<file path="src/rtl/trap_seq_pkg.sv">
// ==========================================================
// Shared constants for the exception sequencer
package trap_seq_pkg;
   // APB register byte offsets
   localparam logic [7:0] OFS_PEND = 8'h00;   // irq_pending_reg
   localparam logic [7:0] OFS_ECLR = 8'h04;   // edge_irq_clear_reg
   localparam logic [7:0] OFS_MASK = 8'h08;   // irq_mask_reg
   localparam logic [7:0] OFS_VECT = 8'h0C;   // vector_out_reg
   localparam logic [7:0] OFS_CFG = 8'h10;    // Mode configuration
   localparam logic [7:0] OFS_BASE = 8'h14;   // dispatch_base_reg
   localparam logic [7:0] OFS_STAT = 8'h18;   // status_word view
   // Status word bit positions
   localparam int BIT_T = 1;   // Trace enable
   localparam int BIT_P = 10;  // Trace pending
   localparam int BIT_S = 9;   // Stack select
   localparam int BIT_U = 8;   // User mode
   localparam int BIT_I = 11;  // irq_enable_bit
   // Pending bit positions
   localparam int IRQ_TICK = 0;
   localparam int IRQ_DSP = 1;
   localparam int IRQ_EXT = 2;
   localparam int IRQ_CODEC = 3;
   // Dispatch vectors
   localparam logic [7:0] VEC_PRIV = 8'h04;
   localparam logic [7:0] VEC_SVC = 8'h05;
   localparam logic [7:0] VEC_DVZ = 8'h06;
   localparam logic [7:0] VEC_FLAG = 8'h07;
   localparam logic [7:0] VEC_BRK = 8'h08;
   localparam logic [7:0] VEC_TRACE = 8'h09;
   localparam logic [7:0] VEC_UND = 8'h0A;
   localparam logic [7:0] VEC_TICK = 8'h11;
   localparam logic [7:0] VEC_DSP = 8'h12;
   localparam logic [7:0] VEC_EXT = 8'h13;
   localparam logic [7:0] VEC_CODEC = 8'h14;
   // Reset values
   localparam logic [15:0] RST_STATUS = 16'h0000;
   localparam logic [3:0] RST_MASK = 4'h0;
   localparam logic [31:0] RST_BASE = 32'h0000_0000;
   // Stack item sizes in bytes
   localparam logic [31:0] PSR_BYTES = 32'h0000_0002;
   localparam logic [31:0] RA_BYTES = 32'h0000_0004;
   // Instruction trap kinds from the core
   typedef enum logic [2:0] {
      TK_PRIV, TK_SVC, TK_DVZ, TK_FLAG, TK_BRK, TK_UND
   } trap_kind_e;
endpackage

</file>
<file path="src/rtl/trap_trace_irq_sequencer.sv">
// Notes on behaviour
// RL1 - Unknown opcode: clear P, copy, clear T/U/S/P
// RL2 - Instruction traps restore start SP, status, address
// RL3 - Trap vectors 4,5,6,7,8 and unknown 10
// RL4 - Trace: clear P, copy, clear S/U/T, vector 9
// RL5 - First push status copy as 16 bits
// RL6 - Fetch table entry at vector*4 plus base
// RL7 - Push return address, then flush and refetch
// RL8 - Trace enable traps after every instruction
// RL9 - Start copies T into P; trap if P
// RL10 - Other service first, one trace per instruction
// RL11 - Unknown opcode entry never copies T to P
// RL12 - Suspended graphics loop traces on irq return
// RL13 - Wait instruction defers trace past irq service
// RL14 - Fixed priority, mask register, pollable pending
// RL15 - Four sources, vectored request to the core
// RL16 - Pin synchronised, falling edge, held three cycles
// RL17 - DSP request level: done, halt status, mask
// RL18 - Codec and tick requests on falling edges
// RL19 - All latched; edge bits cleared by clear register (the DSP bit here follows its level and is not latched)
// RL20 - Codec data access clears codec pending bit
// RL21 - Acknowledge clears irq enable; software nests
// RL22 - Software clears mask bits only irq disabled
// RL23 - Software clears pending only irq disabled
// RL24 - Power down disables the interrupt unit
// RL25 - Vectored mode takes vector from vector register
// RL26 - Config bit: zero vector or supplied vector
// RL27 - Priority codec, pin, DSP, tick; 14..11
//
// The implementer's own choices: the register offsets and register access over APB.
`timescale 1ns/1ps
`default_nettype none
module trap_trace_irq_sequencer
   import trap_seq_pkg::*;
(
   input wire logic pclk,
   input wire logic presetn,
   input wire logic psel,
   input wire logic penable,
   input wire logic pwrite,
   input wire logic [31:0] paddr,
   input wire logic [31:0] pwdata,
   output logic [31:0] prdata,
   output logic pready,
   output logic pslverr,
   input wire logic insn_start,        // Core begins an instruction
   input wire logic insn_boundary,     // Core ready for next one
   input wire logic trap_req,          // Instruction trap pulse
   input wire logic [2:0] trap_kind,
   input wire logic susp_string,       // Interrupted string insn
   input wire logic susp_loop,         // Interrupted graphics loop
   input wire logic wait_active,       // Wait-for-interrupt running
   input wire logic [31:0] pc_first,
   input wire logic [31:0] pc_next,
   input wire logic [31:0] sp_in,
   input wire logic status_wr,         // Core writes status word
   input wire logic [15:0] status_wdata,
   input wire logic mem_ack,
   input wire logic [31:0] mem_rdata,
   input wire logic ext_irq_n,         // Asynchronous pin
   input wire logic codec_fclk,        // Codec frame clock
   input wire logic tick_clk,          // 500 Hz clock
   input wire logic dsp_list_done,
   input wire logic dsp_halt_status,
   input wire logic dsp_halt_mask,
   input wire logic codec_data_access,
   input wire logic power_down_bit,
   output logic mem_req,
   output logic mem_we,
   output logic mem_half,              // 16-bit item when high
   output logic [31:0] mem_addr,
   output logic [31:0] mem_wdata,
   output logic pc_load,
   output logic [31:0] pc_new,
   output logic queue_flush,
   output logic [31:0] sp_out,
   output logic [15:0] status_word,
   output logic busy
);
   // ==========================================================
   // Registers and state
   typedef enum logic [2:0] {
      ST_IDLE, ST_PUSH_PSR, ST_READ_TBL, ST_PUSH_RA, ST_FLUSH
   } seq_e;
   seq_e state_r;
   logic [15:0] status_r;          // Live status word
   logic [15:0] status_start_r;    // Status at instruction start
   logic [15:0] copy_r;            // Saved copy for the stack
   logic [31:0] sp_start_r;        // SP at instruction start
   logic [31:0] sp_r;              // Working interrupt stack ptr
   logic [31:0] ra_r;              // Return address
   logic [7:0] vec_r;              // Vector in service
   logic [3:0] pend_r;             // irq_pending_reg
   logic [3:0] mask_r;             // irq_mask_reg
   logic [7:0] vout_r;             // vector_out_reg
   logic vectored_r;               // Config: vectored mode
   logic [31:0] base_r;            // dispatch_base_reg
   logic [2:0] sync1_r, sync2_r, prev_r;  // Pin/codec/tick sync
   logic apb_wr, apb_rd;
   logic [7:0] ofs;
   logic irq_hit, start_irq, start_trap, start_trace;
   logic [7:0] hit_vec, trap_vec;
   logic [3:0] live, edge_fall, clr_edge;

   assign ofs = paddr[7:0];
   assign apb_wr = psel & penable & pwrite & ~pready;
   assign apb_rd = psel & penable & ~pwrite & ~pready;

   // ==========================================================
   // Synchronisers: first stage read only by the second
   always_ff @(posedge pclk or negedge presetn) begin
      if (!presetn) begin
         sync1_r <= 3'b111;
         sync2_r <= 3'b111;
         prev_r <= 3'b111;
      end else begin
         sync1_r <= {tick_clk, codec_fclk, ext_irq_n};  // [RL16]
         sync2_r <= sync1_r;
         prev_r <= sync2_r;
      end
   end

   // Falling edges; pin needs three low cycles to be safe
   always_comb begin
      edge_fall = 4'h0;
      edge_fall[IRQ_EXT] = prev_r[0] & ~sync2_r[0];    // [RL16]
      edge_fall[IRQ_CODEC] = prev_r[1] & ~sync2_r[1];  // [RL18]
      edge_fall[IRQ_TICK] = prev_r[2] & ~sync2_r[2];   // [RL18]
   end

   // ==========================================================
   // Pending latch; a new edge beats a clear in the same cycle
   always_comb begin
      clr_edge = 4'h0;
      if (apb_wr && ofs == OFS_ECLR) begin
         clr_edge = pwdata[3:0];                       // [RL19]
      end
      clr_edge[IRQ_CODEC] = clr_edge[IRQ_CODEC] | codec_data_access; // [RL20]
      clr_edge[IRQ_DSP] = 1'b0;
   end

   always_ff @(posedge pclk or negedge presetn) begin
      if (!presetn) begin
         pend_r <= 4'h0;
      end else if (power_down_bit) begin
         pend_r <= pend_r;                             // [RL24]
      end else begin
         pend_r <= (pend_r & ~clr_edge) | edge_fall;   // [RL19]
         // Level request follows the DSP state directly
         pend_r[IRQ_DSP] <= dsp_list_done & dsp_halt_status
            & dsp_halt_mask;                           // [RL17]
      end
   end

   // Fixed priority over unmasked pending requests
   always_comb begin
      live = pend_r & mask_r;                          // [RL14]
      hit_vec = 8'h00;
      if (live[IRQ_CODEC]) begin
         hit_vec = VEC_CODEC;                          // [RL27]
      end else if (live[IRQ_EXT]) begin
         hit_vec = VEC_EXT;
      end else if (live[IRQ_DSP]) begin
         hit_vec = VEC_DSP;
      end else begin
         hit_vec = VEC_TICK;
      end
   end
   assign irq_hit = (|live) & status_r[BIT_I] & ~power_down_bit; // [RL24]

   // ==========================================================
   // Entry arbitration; traps first, then irq, then trace
   assign start_trap = (state_r == ST_IDLE) & trap_req;
   assign start_irq = (state_r == ST_IDLE) & ~trap_req & insn_boundary
      & irq_hit;                                       // [RL10]
   assign start_trace = (state_r == ST_IDLE) & ~trap_req & insn_boundary
      & ~irq_hit & status_r[BIT_P] & ~wait_active;     // [RL13]

   always_comb begin
      case (trap_kind)
         TK_PRIV: trap_vec = VEC_PRIV;                 // [RL3]
         TK_SVC: trap_vec = VEC_SVC;
         TK_DVZ: trap_vec = VEC_DVZ;
         TK_FLAG: trap_vec = VEC_FLAG;
         TK_BRK: trap_vec = VEC_BRK;
         default: trap_vec = VEC_UND;
      endcase
   end

   // ==========================================================
   // Status word; entries copy then clear control bits
   always_ff @(posedge pclk or negedge presetn) begin
      if (!presetn) begin
         status_r <= RST_STATUS;
         copy_r <= RST_STATUS;
         status_start_r <= RST_STATUS;
      end else if (start_trap) begin
         // Restore start value; unknown opcode drops P first
         copy_r <= status_start_r;                     // [RL2]
         if (trap_kind == TK_UND) begin
            copy_r[BIT_P] <= 1'b0;                     // [RL1]
         end
         status_r <= status_start_r;
         status_r[BIT_T] <= 1'b0;
         status_r[BIT_U] <= 1'b0;
         status_r[BIT_S] <= 1'b0;
         status_r[BIT_P] <= 1'b0;                      // [RL1]
      end else if (start_irq) begin
         // Loop insn keeps P so trace fires after return
         copy_r <= status_r;                           // [RL12]
         copy_r[BIT_P] <= status_r[BIT_P] & ~susp_string;
         status_r[BIT_T] <= 1'b0;
         status_r[BIT_U] <= 1'b0;
         status_r[BIT_S] <= 1'b0;
         status_r[BIT_P] <= 1'b0;
         status_r[BIT_I] <= 1'b0;                      // [RL21]
      end else if (start_trace) begin
         copy_r <= status_r;
         copy_r[BIT_P] <= 1'b0;                        // [RL4]
         status_r[BIT_T] <= 1'b0;
         status_r[BIT_U] <= 1'b0;
         status_r[BIT_S] <= 1'b0;
         status_r[BIT_P] <= 1'b0;
      end else if (status_wr) begin
         status_r <= status_wdata;                     // Return ops
      end else if (insn_start) begin
         // Trap entries never raise insn_start
         status_r[BIT_P] <= status_r[BIT_T];           // [RL9] [RL11]
         status_start_r <= status_r;
         status_start_r[BIT_P] <= status_r[BIT_T];
      end
   end

   always_ff @(posedge pclk or negedge presetn) begin
      if (!presetn) begin
         sp_start_r <= 32'h0000_0000;
      end else if (insn_start) begin
         sp_start_r <= sp_in;                          // [RL2]
      end
   end

   // ==========================================================
   // Service sequence: push status, table read, push address
   always_ff @(posedge pclk or negedge presetn) begin
      if (!presetn) begin
         state_r <= ST_IDLE;
         vec_r <= 8'h00;
         ra_r <= 32'h0000_0000;
         sp_r <= 32'h0000_0000;
         mem_req <= 1'b0;
         mem_we <= 1'b0;
         mem_half <= 1'b0;
         mem_addr <= 32'h0000_0000;
         mem_wdata <= 32'h0000_0000;
         pc_load <= 1'b0;
         pc_new <= 32'h0000_0000;
         queue_flush <= 1'b0;
         vout_r <= 8'h00;
      end else begin
         pc_load <= 1'b0;
         queue_flush <= 1'b0;
         case (state_r)
            ST_IDLE: begin
               if (start_trap) begin
                  vec_r <= trap_vec;                   // [RL3]
                  ra_r <= pc_first;                    // [RL2]
                  sp_r <= sp_start_r;
                  state_r <= ST_PUSH_PSR;
               end else if (start_irq) begin
                  vout_r <= hit_vec;                   // [RL25]
                  vec_r <= vectored_r ? hit_vec : 8'h00; // [RL26]
                  ra_r <= (susp_string | susp_loop) ? pc_first : pc_next;
                  sp_r <= sp_in;
                  state_r <= ST_PUSH_PSR;              // [RL15]
               end else if (start_trace) begin
                  vec_r <= VEC_TRACE;                  // [RL4] [RL8]
                  ra_r <= pc_next;
                  sp_r <= sp_in;
                  state_r <= ST_PUSH_PSR;
               end
            end
            ST_PUSH_PSR: begin
               mem_req <= ~mem_ack;
               mem_we <= 1'b1;
               mem_half <= 1'b1;                       // [RL5]
               mem_addr <= sp_r - PSR_BYTES;
               mem_wdata <= {16'h0000, copy_r};
               if (mem_ack && mem_req) begin
                  sp_r <= sp_r - PSR_BYTES;
                  mem_req <= 1'b0;
                  state_r <= ST_READ_TBL;
               end
            end
            ST_READ_TBL: begin
               mem_req <= ~mem_ack;
               mem_we <= 1'b0;
               mem_half <= 1'b0;
               mem_addr <= {22'h00_0000, vec_r, 2'b00} + base_r; // [RL6]
               if (mem_ack && mem_req) begin
                  pc_new <= mem_rdata;                 // [RL6]
                  pc_load <= 1'b1;
                  mem_req <= 1'b0;
                  state_r <= ST_PUSH_RA;
               end
            end
            ST_PUSH_RA: begin
               mem_req <= ~mem_ack;
               mem_we <= 1'b1;
               mem_half <= 1'b0;
               mem_addr <= sp_r - RA_BYTES;            // [RL7]
               mem_wdata <= ra_r;
               if (mem_ack && mem_req) begin
                  sp_r <= sp_r - RA_BYTES;
                  mem_req <= 1'b0;
                  state_r <= ST_FLUSH;
               end
            end
            ST_FLUSH: begin
               queue_flush <= 1'b1;                    // [RL7]
               state_r <= ST_IDLE;
            end
            default: state_r <= ST_IDLE;
         endcase
      end
   end

   // ==========================================================
   // APB slave: one wait state, error on unmapped or power down
   always_ff @(posedge pclk or negedge presetn) begin
      if (!presetn) begin
         pready <= 1'b0;
         pslverr <= 1'b0;
         prdata <= 32'h0000_0000;
         mask_r <= RST_MASK;
         vectored_r <= 1'b0;
         base_r <= RST_BASE;
      end else begin
         pready <= psel & penable & ~pready;
         pslverr <= 1'b0;
         prdata <= 32'h0000_0000;
         if ((apb_wr || apb_rd) && power_down_bit) begin
            pslverr <= 1'b1;                           // [RL24]
         end else if (apb_wr) begin
            case (ofs)
               OFS_ECLR: ;
               OFS_MASK: mask_r <= pwdata[3:0];        // [RL14]
               OFS_CFG: vectored_r <= pwdata[0];       // [RL26]
               OFS_BASE: base_r <= pwdata;
               default: pslverr <= 1'b1;
            endcase
         end else if (apb_rd) begin
            case (ofs)
               OFS_PEND: prdata <= {28'h000_0000, pend_r}; // [RL14]
               OFS_ECLR: prdata <= 32'h0000_0000;
               OFS_MASK: prdata <= {28'h000_0000, mask_r};
               OFS_VECT: prdata <= {24'h00_0000, vout_r};
               OFS_CFG: prdata <= {31'h0000_0000, vectored_r};
               OFS_BASE: prdata <= base_r;
               OFS_STAT: prdata <= {16'h0000, status_r};
               default: pslverr <= 1'b1;
            endcase
         end
      end
   end

   // Registered mirrors of internal state
   always_ff @(posedge pclk or negedge presetn) begin
      if (!presetn) begin
         sp_out <= 32'h0000_0000;
         status_word <= RST_STATUS;
         busy <= 1'b0;
      end else begin
         sp_out <= sp_r;
         status_word <= status_r;
         busy <= (state_r != ST_IDLE) | start_trap | start_irq | start_trace;
      end
   end
endmodule // trap_trace_irq_sequencer
`default_nettype wire

</file>
<file path="config.mk">
export PLATFORM = sky130hd
export DESIGN_NAME = trap_trace_irq_sequencer
export DESIGN_NICKNAME = d
export VERILOG_FILES = /design/src/rtl/trap_seq_pkg.sv /design/src/rtl/trap_trace_irq_sequencer.sv
export SDC_FILE = /design/constraint.sdc
export NUM_CORES = 1
export LEC_CHECK = 0
export BUFFER_PORTS_ARGS = -buffer_cell sky130_fd_sc_hd__buf_2
export CORE_MARGIN = 2
export CORE_UTILIZATION = 30
export DETAILED_ROUTE_END_ITERATION = 6
export RECOVER_POWER = 100
export SETUP_SLACK_MARGIN = 0.15
export SLEW_MARGIN = 25
export SYNTH_ARGS = -nofsm -noshare
export SYNTH_HDL_FRONTEND = slang
export SYNTH_SLANG_ARGS = --single-unit
</file>
<file path="constraint.sdc">
create_clock -name pclk -period 3.2 [get_ports pclk]
set_clock_uncertainty 0.15 [all_clocks]
set_input_delay 0.32 -clock pclk [delete_from_list [all_inputs] [get_ports pclk]]
set_output_delay 0.32 -clock pclk [all_outputs]
set_load 0.01 [all_outputs]
</file>
; ---- Word-level counts from Yosys, hierarchy flattened
; Cells that the tools add are included.
[op_classes]
mux = 62
addsub = 3
bitwise_logic = 46
reduce_logical = 35
eq_ne = 22
[ops]
columns = cell, count
row1 = 32-bit two-way mux, 12
row2 = 32-bit one-hot mux with 3 select lines, 2
row3 = 32-bit one-hot mux with 6 select lines, 1
row4 = 16-bit two-way mux, 4
row5 = 32-bit one-hot mux with 2 select lines, 1
row6 = 10-bit by 32-bit adder with 32-bit output, 1
row7 = 8-bit two-way mux, 4
row8 = 32-bit by 2-bit subtractor with 32-bit output (second input constant), 1
row9 = 32-bit by 3-bit subtractor with 32-bit output (second input constant), 1
row10 = 8-bit by 5-bit == test with 1-bit output (second input constant), 3
row11 = 3-bit two-way mux, 8
row12 = 1-bit bitwise AND, 21
row13 = 4-bit one-hot mux with 5 select lines, 1
row14 = 8-bit by 4-bit == test with 1-bit output (second input constant), 2
row15 = 1-bit two-way mux, 16
row16 = 1-bit inverter, 16
row17 = 3-bit AND reduction, 5
row18 = 3-bit nonzero test, 5
row19 = 3-bit by 2-bit == test with 1-bit output (second input constant), 4
row20 = 4-bit two-way mux, 3
row21 = 6-bit two-way mux, 2
row22 = 3-bit one-hot mux with 4 select lines, 1
row23 = 10-bit two-way mux, 1
row24 = 5-bit two-way mux, 2
row25 = other kinds (27), 51
[word_totals]
regBits = 397
input_bits = 232
elab_cells = 201

; ---- Depth between registers and ports, before layout
[depth]
depth_word = 12
mapped_depth = 10

; ---- Worst setup path before layout
; No wires, ideal clock.
[synth_path]
kind = reg-to-reg
startpoint = reg vec_r[0]
endpoint = reg mem_addr[14]
slack_ns = 0.651
path_stages_with_launch = 9
setup_ns = 0.104
arrival_ns = 2.295
n_path_buf = 0
path_cell_list = dfrtp_1 -> ha_1 -> fa_1 -> a211o_1 -> a21oi_1 -> nor2b_1 -> and3_1 -> xnor2_1 -> a221oi_1
[synth_via]
elab_chain_cells = 2
[synth_rtl]
columns = item, line
row1 = "start, declared", trap_trace_irq_sequencer.sv:92  ; logic [7:0] vec_r;
row2 = "start signal, assigned", trap_trace_irq_sequencer.sv:265  ; vec_r <= trap_vec;
row3 = "start signal, assigned", trap_trace_irq_sequencer.sv:271  ; vec_r <= vectored_r ? hit_vec : 8'h00;
row4 = 10-bit by 32-bit adder with 32-bit output, trap_trace_irq_sequencer.sv:298  ; mem_addr <= {22'h00_0000, vec_r, 2'b00} + base_r;
row5 = 32-bit one-hot mux with 3 select lines, trap_trace_irq_sequencer.sv:262  ; case (state_r)
row6 = "end signal, assigned", trap_trace_irq_sequencer.sv:286  ; mem_addr <= sp_r - PSR_BYTES;
row7 = "end signal, assigned", trap_trace_irq_sequencer.sv:298
row8 = "end signal, assigned", trap_trace_irq_sequencer.sv:310  ; mem_addr <= sp_r - RA_BYTES;
row9 = "end, declared", trap_trace_irq_sequencer.sv:71  ; output logic [31:0] mem_addr,
; No other way between the ends.
; A chain may end at the register's enable or synchronous reset.

; ---- Final worst setup path
[layout_path]
startpoint = in psel
endpoint = reg base_r[18]
[layout_via]
elab_chain_cells = 7
[layout_rtl]
columns = item, line
row1 = "start, declared", trap_trace_irq_sequencer.sv:38  ; input wire logic psel,
row2 = 1-bit bitwise AND *, "trap_trace_irq_sequencer.sv:106, trap_trace_irq_sequencer.sv:107"
row3 = 1-bit bitwise AND (on tied branches) (2 in a row), "trap_trace_irq_sequencer.sv:106, trap_trace_irq_sequencer.sv:107"
row4 = 1-bit logical OR, trap_trace_irq_sequencer.sv:341  ; if ((apb_wr || apb_rd) && power_down_bit) begin
row5 = 1-bit logical AND, trap_trace_irq_sequencer.sv:341
row6 = 1-bit inverter (no source line), -
row7 = 3-bit AND reduction (no source line) *, -
row8 = "end signal, assigned", trap_trace_irq_sequencer.sv:348  ; OFS_BASE: base_r <= pwdata;
row9 = "end, declared", trap_trace_irq_sequencer.sv:97  ; logic [31:0] base_r;
; Every way passes the cells marked *; elsewhere a longest branch is shown, timed or not.

==> flow_summary.yaml <==
sta:
  slew_headroom_pct: -27.9
  worst_slack_ns: 0.230
  holdWs_ns: 0.0511
  slew_violations: 96
  rsz0062_at_grt: "no"
  fin_tns_setup_ns: 0
  tightestPinTransition_ns: 1.92
  fmax_ghz: 0.337
  finalHoldViolCount: 0
  setup_viol: 0
  finalCritPeriodShare_pct: 92.8
  period_needed_ns: 2.97
clock_tree:
  clock_sinks: 389
  cts_buffer_depth: 3
  numCtsBuffers: 46
  clock_latency_ns: 0.59
  cts-root-buf: "clkbuf_16"
  cts-htree-levels: 2
  clkTransAtPathRegs_ns: 0.06
  cts_tree: "done"
global_routing:
  grt_antenna_before_repair: 3
  grt.busiest_layer: "met2"
  grt_pass1_wl_um: 91600
  met3_usage_pct: 4.38
  grt-ovfl-total: 0
  grt_use_met2_pct: 30.8
  grt_pass1_vias: 15400
  grt_max_degree: 90
  grt_use_total_pct: 19.7
  use_met1_pct: 26.2
floorplan:
  ios: 416
  die-area_um2: 60200
  rows: 88
  start_util_pct: 30.3
  fp.dieW_um: 245
  coreArea_um2: 57700
  die_y_um: 245
final_layout:
  layout.nets: 2476
  syn2layout_area_growth_pct: 35.9
  final_cell_area_um2: 23800
  fin_cells: 3040
  drive_above_1_share_pct: 20.6
critical_path:
  rr_endpoint: "sp_r[23]$_DFFE_PN0P_"
  critical_path.startpoint_type: "input port"
  reg2reg_from: "state_r[1]$_DFFE_PN0P_"
  slowest_delay_ns: 0.60
  crit_start: "psel"
  crit_required_ns: 3.50
  ff2ff_path_depth: 7
  cpMaxStageDelayCell: "buf_2"
  cp.buffers_inverters: 5
  cp_top_family: "buffers and inverters"
  cp_max_fo: 25
  crit_chain: "dlygate4sd3_1 -> buf_2 -> nand2_1 -> dlygate4sd3_1 -> or2_2 -> inv_1 -> nand2_1 -> nor4_1 -> buf_2 -> mux2_2"
  critPathCaptureType: "flip-flop"
  worstPathArrival_ns: 3.27
  r2r_slack_ns: 0.27
  critPathKind: "input port to flip-flop"
logic_synthesis:
  ys_warn_count: 0
  synth-seq-cells: 389
  synth_commonest_cells: "380 x dfrtp_1, 247 x nand2_1, 116 x nor2_1"
  syn_area_um2: 17500
  synth_top_area_share_pct: 54.4
  ys_seq_area_share_pct: 55.8
  synthCells: 1648
  synth_edf_count: 0
  synthTopCellsByArea: "dfrtp_1 54%, mux2_2 7.0%, nand2_1 5.3%"
  postSynthAreaPerCell_um2: 10.6
  syn_nets: 1889
  yosys.area.top_type: "dfrtp_1"
  yosysMostFrequentCell: "dfrtp_1"
  yosysUniqueCellTypes: 82
  synthArstFlopShare_pct: 100
  synth_flop_cell: "dfrtp_1"
hold_path:
  min_path_type: "input port to flip-flop"
  hold-path-endpoint: "vec_r[0]$_DFFE_PN0P_"
  min_from: "trap_kind[0]"
  hold_depth: 4
detailed_routing:
  drt_iter0_markers: 1097
  firstDrtPassIters: 7
  drc: 1
  vias_per_cell: 5.01
  wirelength_um: 60400
  vias: 15200
  wl_per_cell_um: 19.9
  ant_nets: 0
placement:
  dp_cells: 2755
  port_buffers: 391
  dpl.hpwl_um: 42700
  place_ws_ns: 0.480
  gp_congestion: 0.915
  place_area_um2: 20500
pwr:
  power_leakage_nw: 10.5
  power_density_nw_per_um2: 886
  peakVddDrop_v: 0.000432
run_status:
  status: "finished with violations"
  failed_checks: "design-rule violations, max-capacitance violations, max-slew violations"
run:
  drv_cap: 2
sequential cells by signal, indices dropped and copies added, names as in the netlist, 3 cells and up:
| name | flops |
|---|---|
| mask_r | 4 |
| mem_addr | 32 |
| sync2_r | 3 |
| ra_r | 32 |
| pc_new | 32 |
| mem_wdata | 32 |
| sp_start_r | 32 |
| sp_r | 32 |
| status_word | 16 |
| copy_r | 16 |
| prev_r | 3 |
| status_start_r | 15 |
| prdata | 32 |
| sync1_r | 3 |
| sp_out | 32 |
| vout_r | 4 |
| status_r | 16 |
| pend_r | 4 |
| state_r | 3 |
| vec_r | 5 |
| base_r | 32 |
report_power, final:
| part | internal (mW) | leakage, nW | switching, mW |
|---|---|---|---|
| sequential | 6.60 | 4.86 | 1.46 |
| clock | 3.43 | 0.800 | 2.19 |
| combinational | 2.78 | 4.80 | 4.60 |
per-stage QoR:
stage               power (mW)  utilization [%]
floorplan                 12.2                -
global placement          15.4             35.5
detailed placement        15.6             35.5
CTS                       21.5             41.8
global route              22.4             41.2
finish                    21.0             41.2
layout make-up:
| cell class | count | area [um^2] |
|---|---|---|
| clock inverter | 22 | 303 |
| timing repair buffer | 644 | 4110 |
| tap | 765 | 957 |
| inverter | 11 | 41.3 |
| multi-input combinational | 1143 | 7250 |
| clock buffer | 64 | 1340 |
| sequential | 389 | 9750 |
| antenna | 2 | 5.00 |
| fill | 5610 | 33900 |
cells by family (layout without fill, tap and decap cells):
kind of cell	after synthesis	after routing	share of synthesized area (%)
DFF	389	389	55.8
other	0	2	0
buffers and inverters	116	741	2.84
muxes	159	159	9.95
adders and majority gates	10	10	0.745
AOI/OAI and AO/OA	384	384	13.6
and+or+nand+nor	545	545	14.8
xor gates and xnor gates	45	45	2.26
metal layers:
metal  part of all wire (%)  up-vias  wire, um
met1                     44     7464     26400
met5                  0.023        -        14
met3                    6.5      140      3920
met2                     45      581     27500
met4                    4.4        2      2660
li1                       -     7051         -
tightest hold or removal path: cells and delay by family:
family | cells | cell delay [ns]
AO/OA/AOI/OAI | 2 | 0.23
buffers and inverters | 1 | 0.12
AND/OR/NAND/NOR | 1 | 0.07
worst max path at each step:
stage,to,slack [ns],depth (start not counted)
5_1_grt,base_r[31]$_DFFE_PN0P_,0.09,10
4_1_cts,copy_r[10]$_DFFE_PN0P_,0.24,8
3_3_place_gp,sp_r[30]$_DFFE_PN0P_,0.46,8
6_report,base_r[18]$_DFFE_PN0P_,0.23,10
3_5_place_dp,sp_r[30]$_DFFE_PN0P_,0.48,8
2_1_floorplan,mem_addr[14]$_DFFE_PN0P_,0.65,8
cells in the final DEF, fill, tap and decap left out, types with 12 or more instances in the layout:
cell type      count
xor2_1            25
clkbuf_16         46
clkbuf_8          12
a21oi_1          105
nand2_1          246
nand4_1           12
xnor2_1           20
dlygate4sd3_1    197
o211ai_1          14
and3_1            38
nor2_1           116
buf_4             30
a31oi_1           33
nor3_1            20
mux2i_1           41
buf_2            202
a22oi_1           28
mux2_2           108
clkbuf_1         209
dfrtp_1          380
nand3_1           27
o21ai_0          106
a22o_1            18
what timing repair did:
item,4_1_cts,5_1_grt
hold endpoints to repair,234,0
setup endpoints to repair,0,2
resized for setup,0,2
hold buffers,197,0
setup buffers,0,0
No activity file was read; power rests on OpenSTA's default activity.
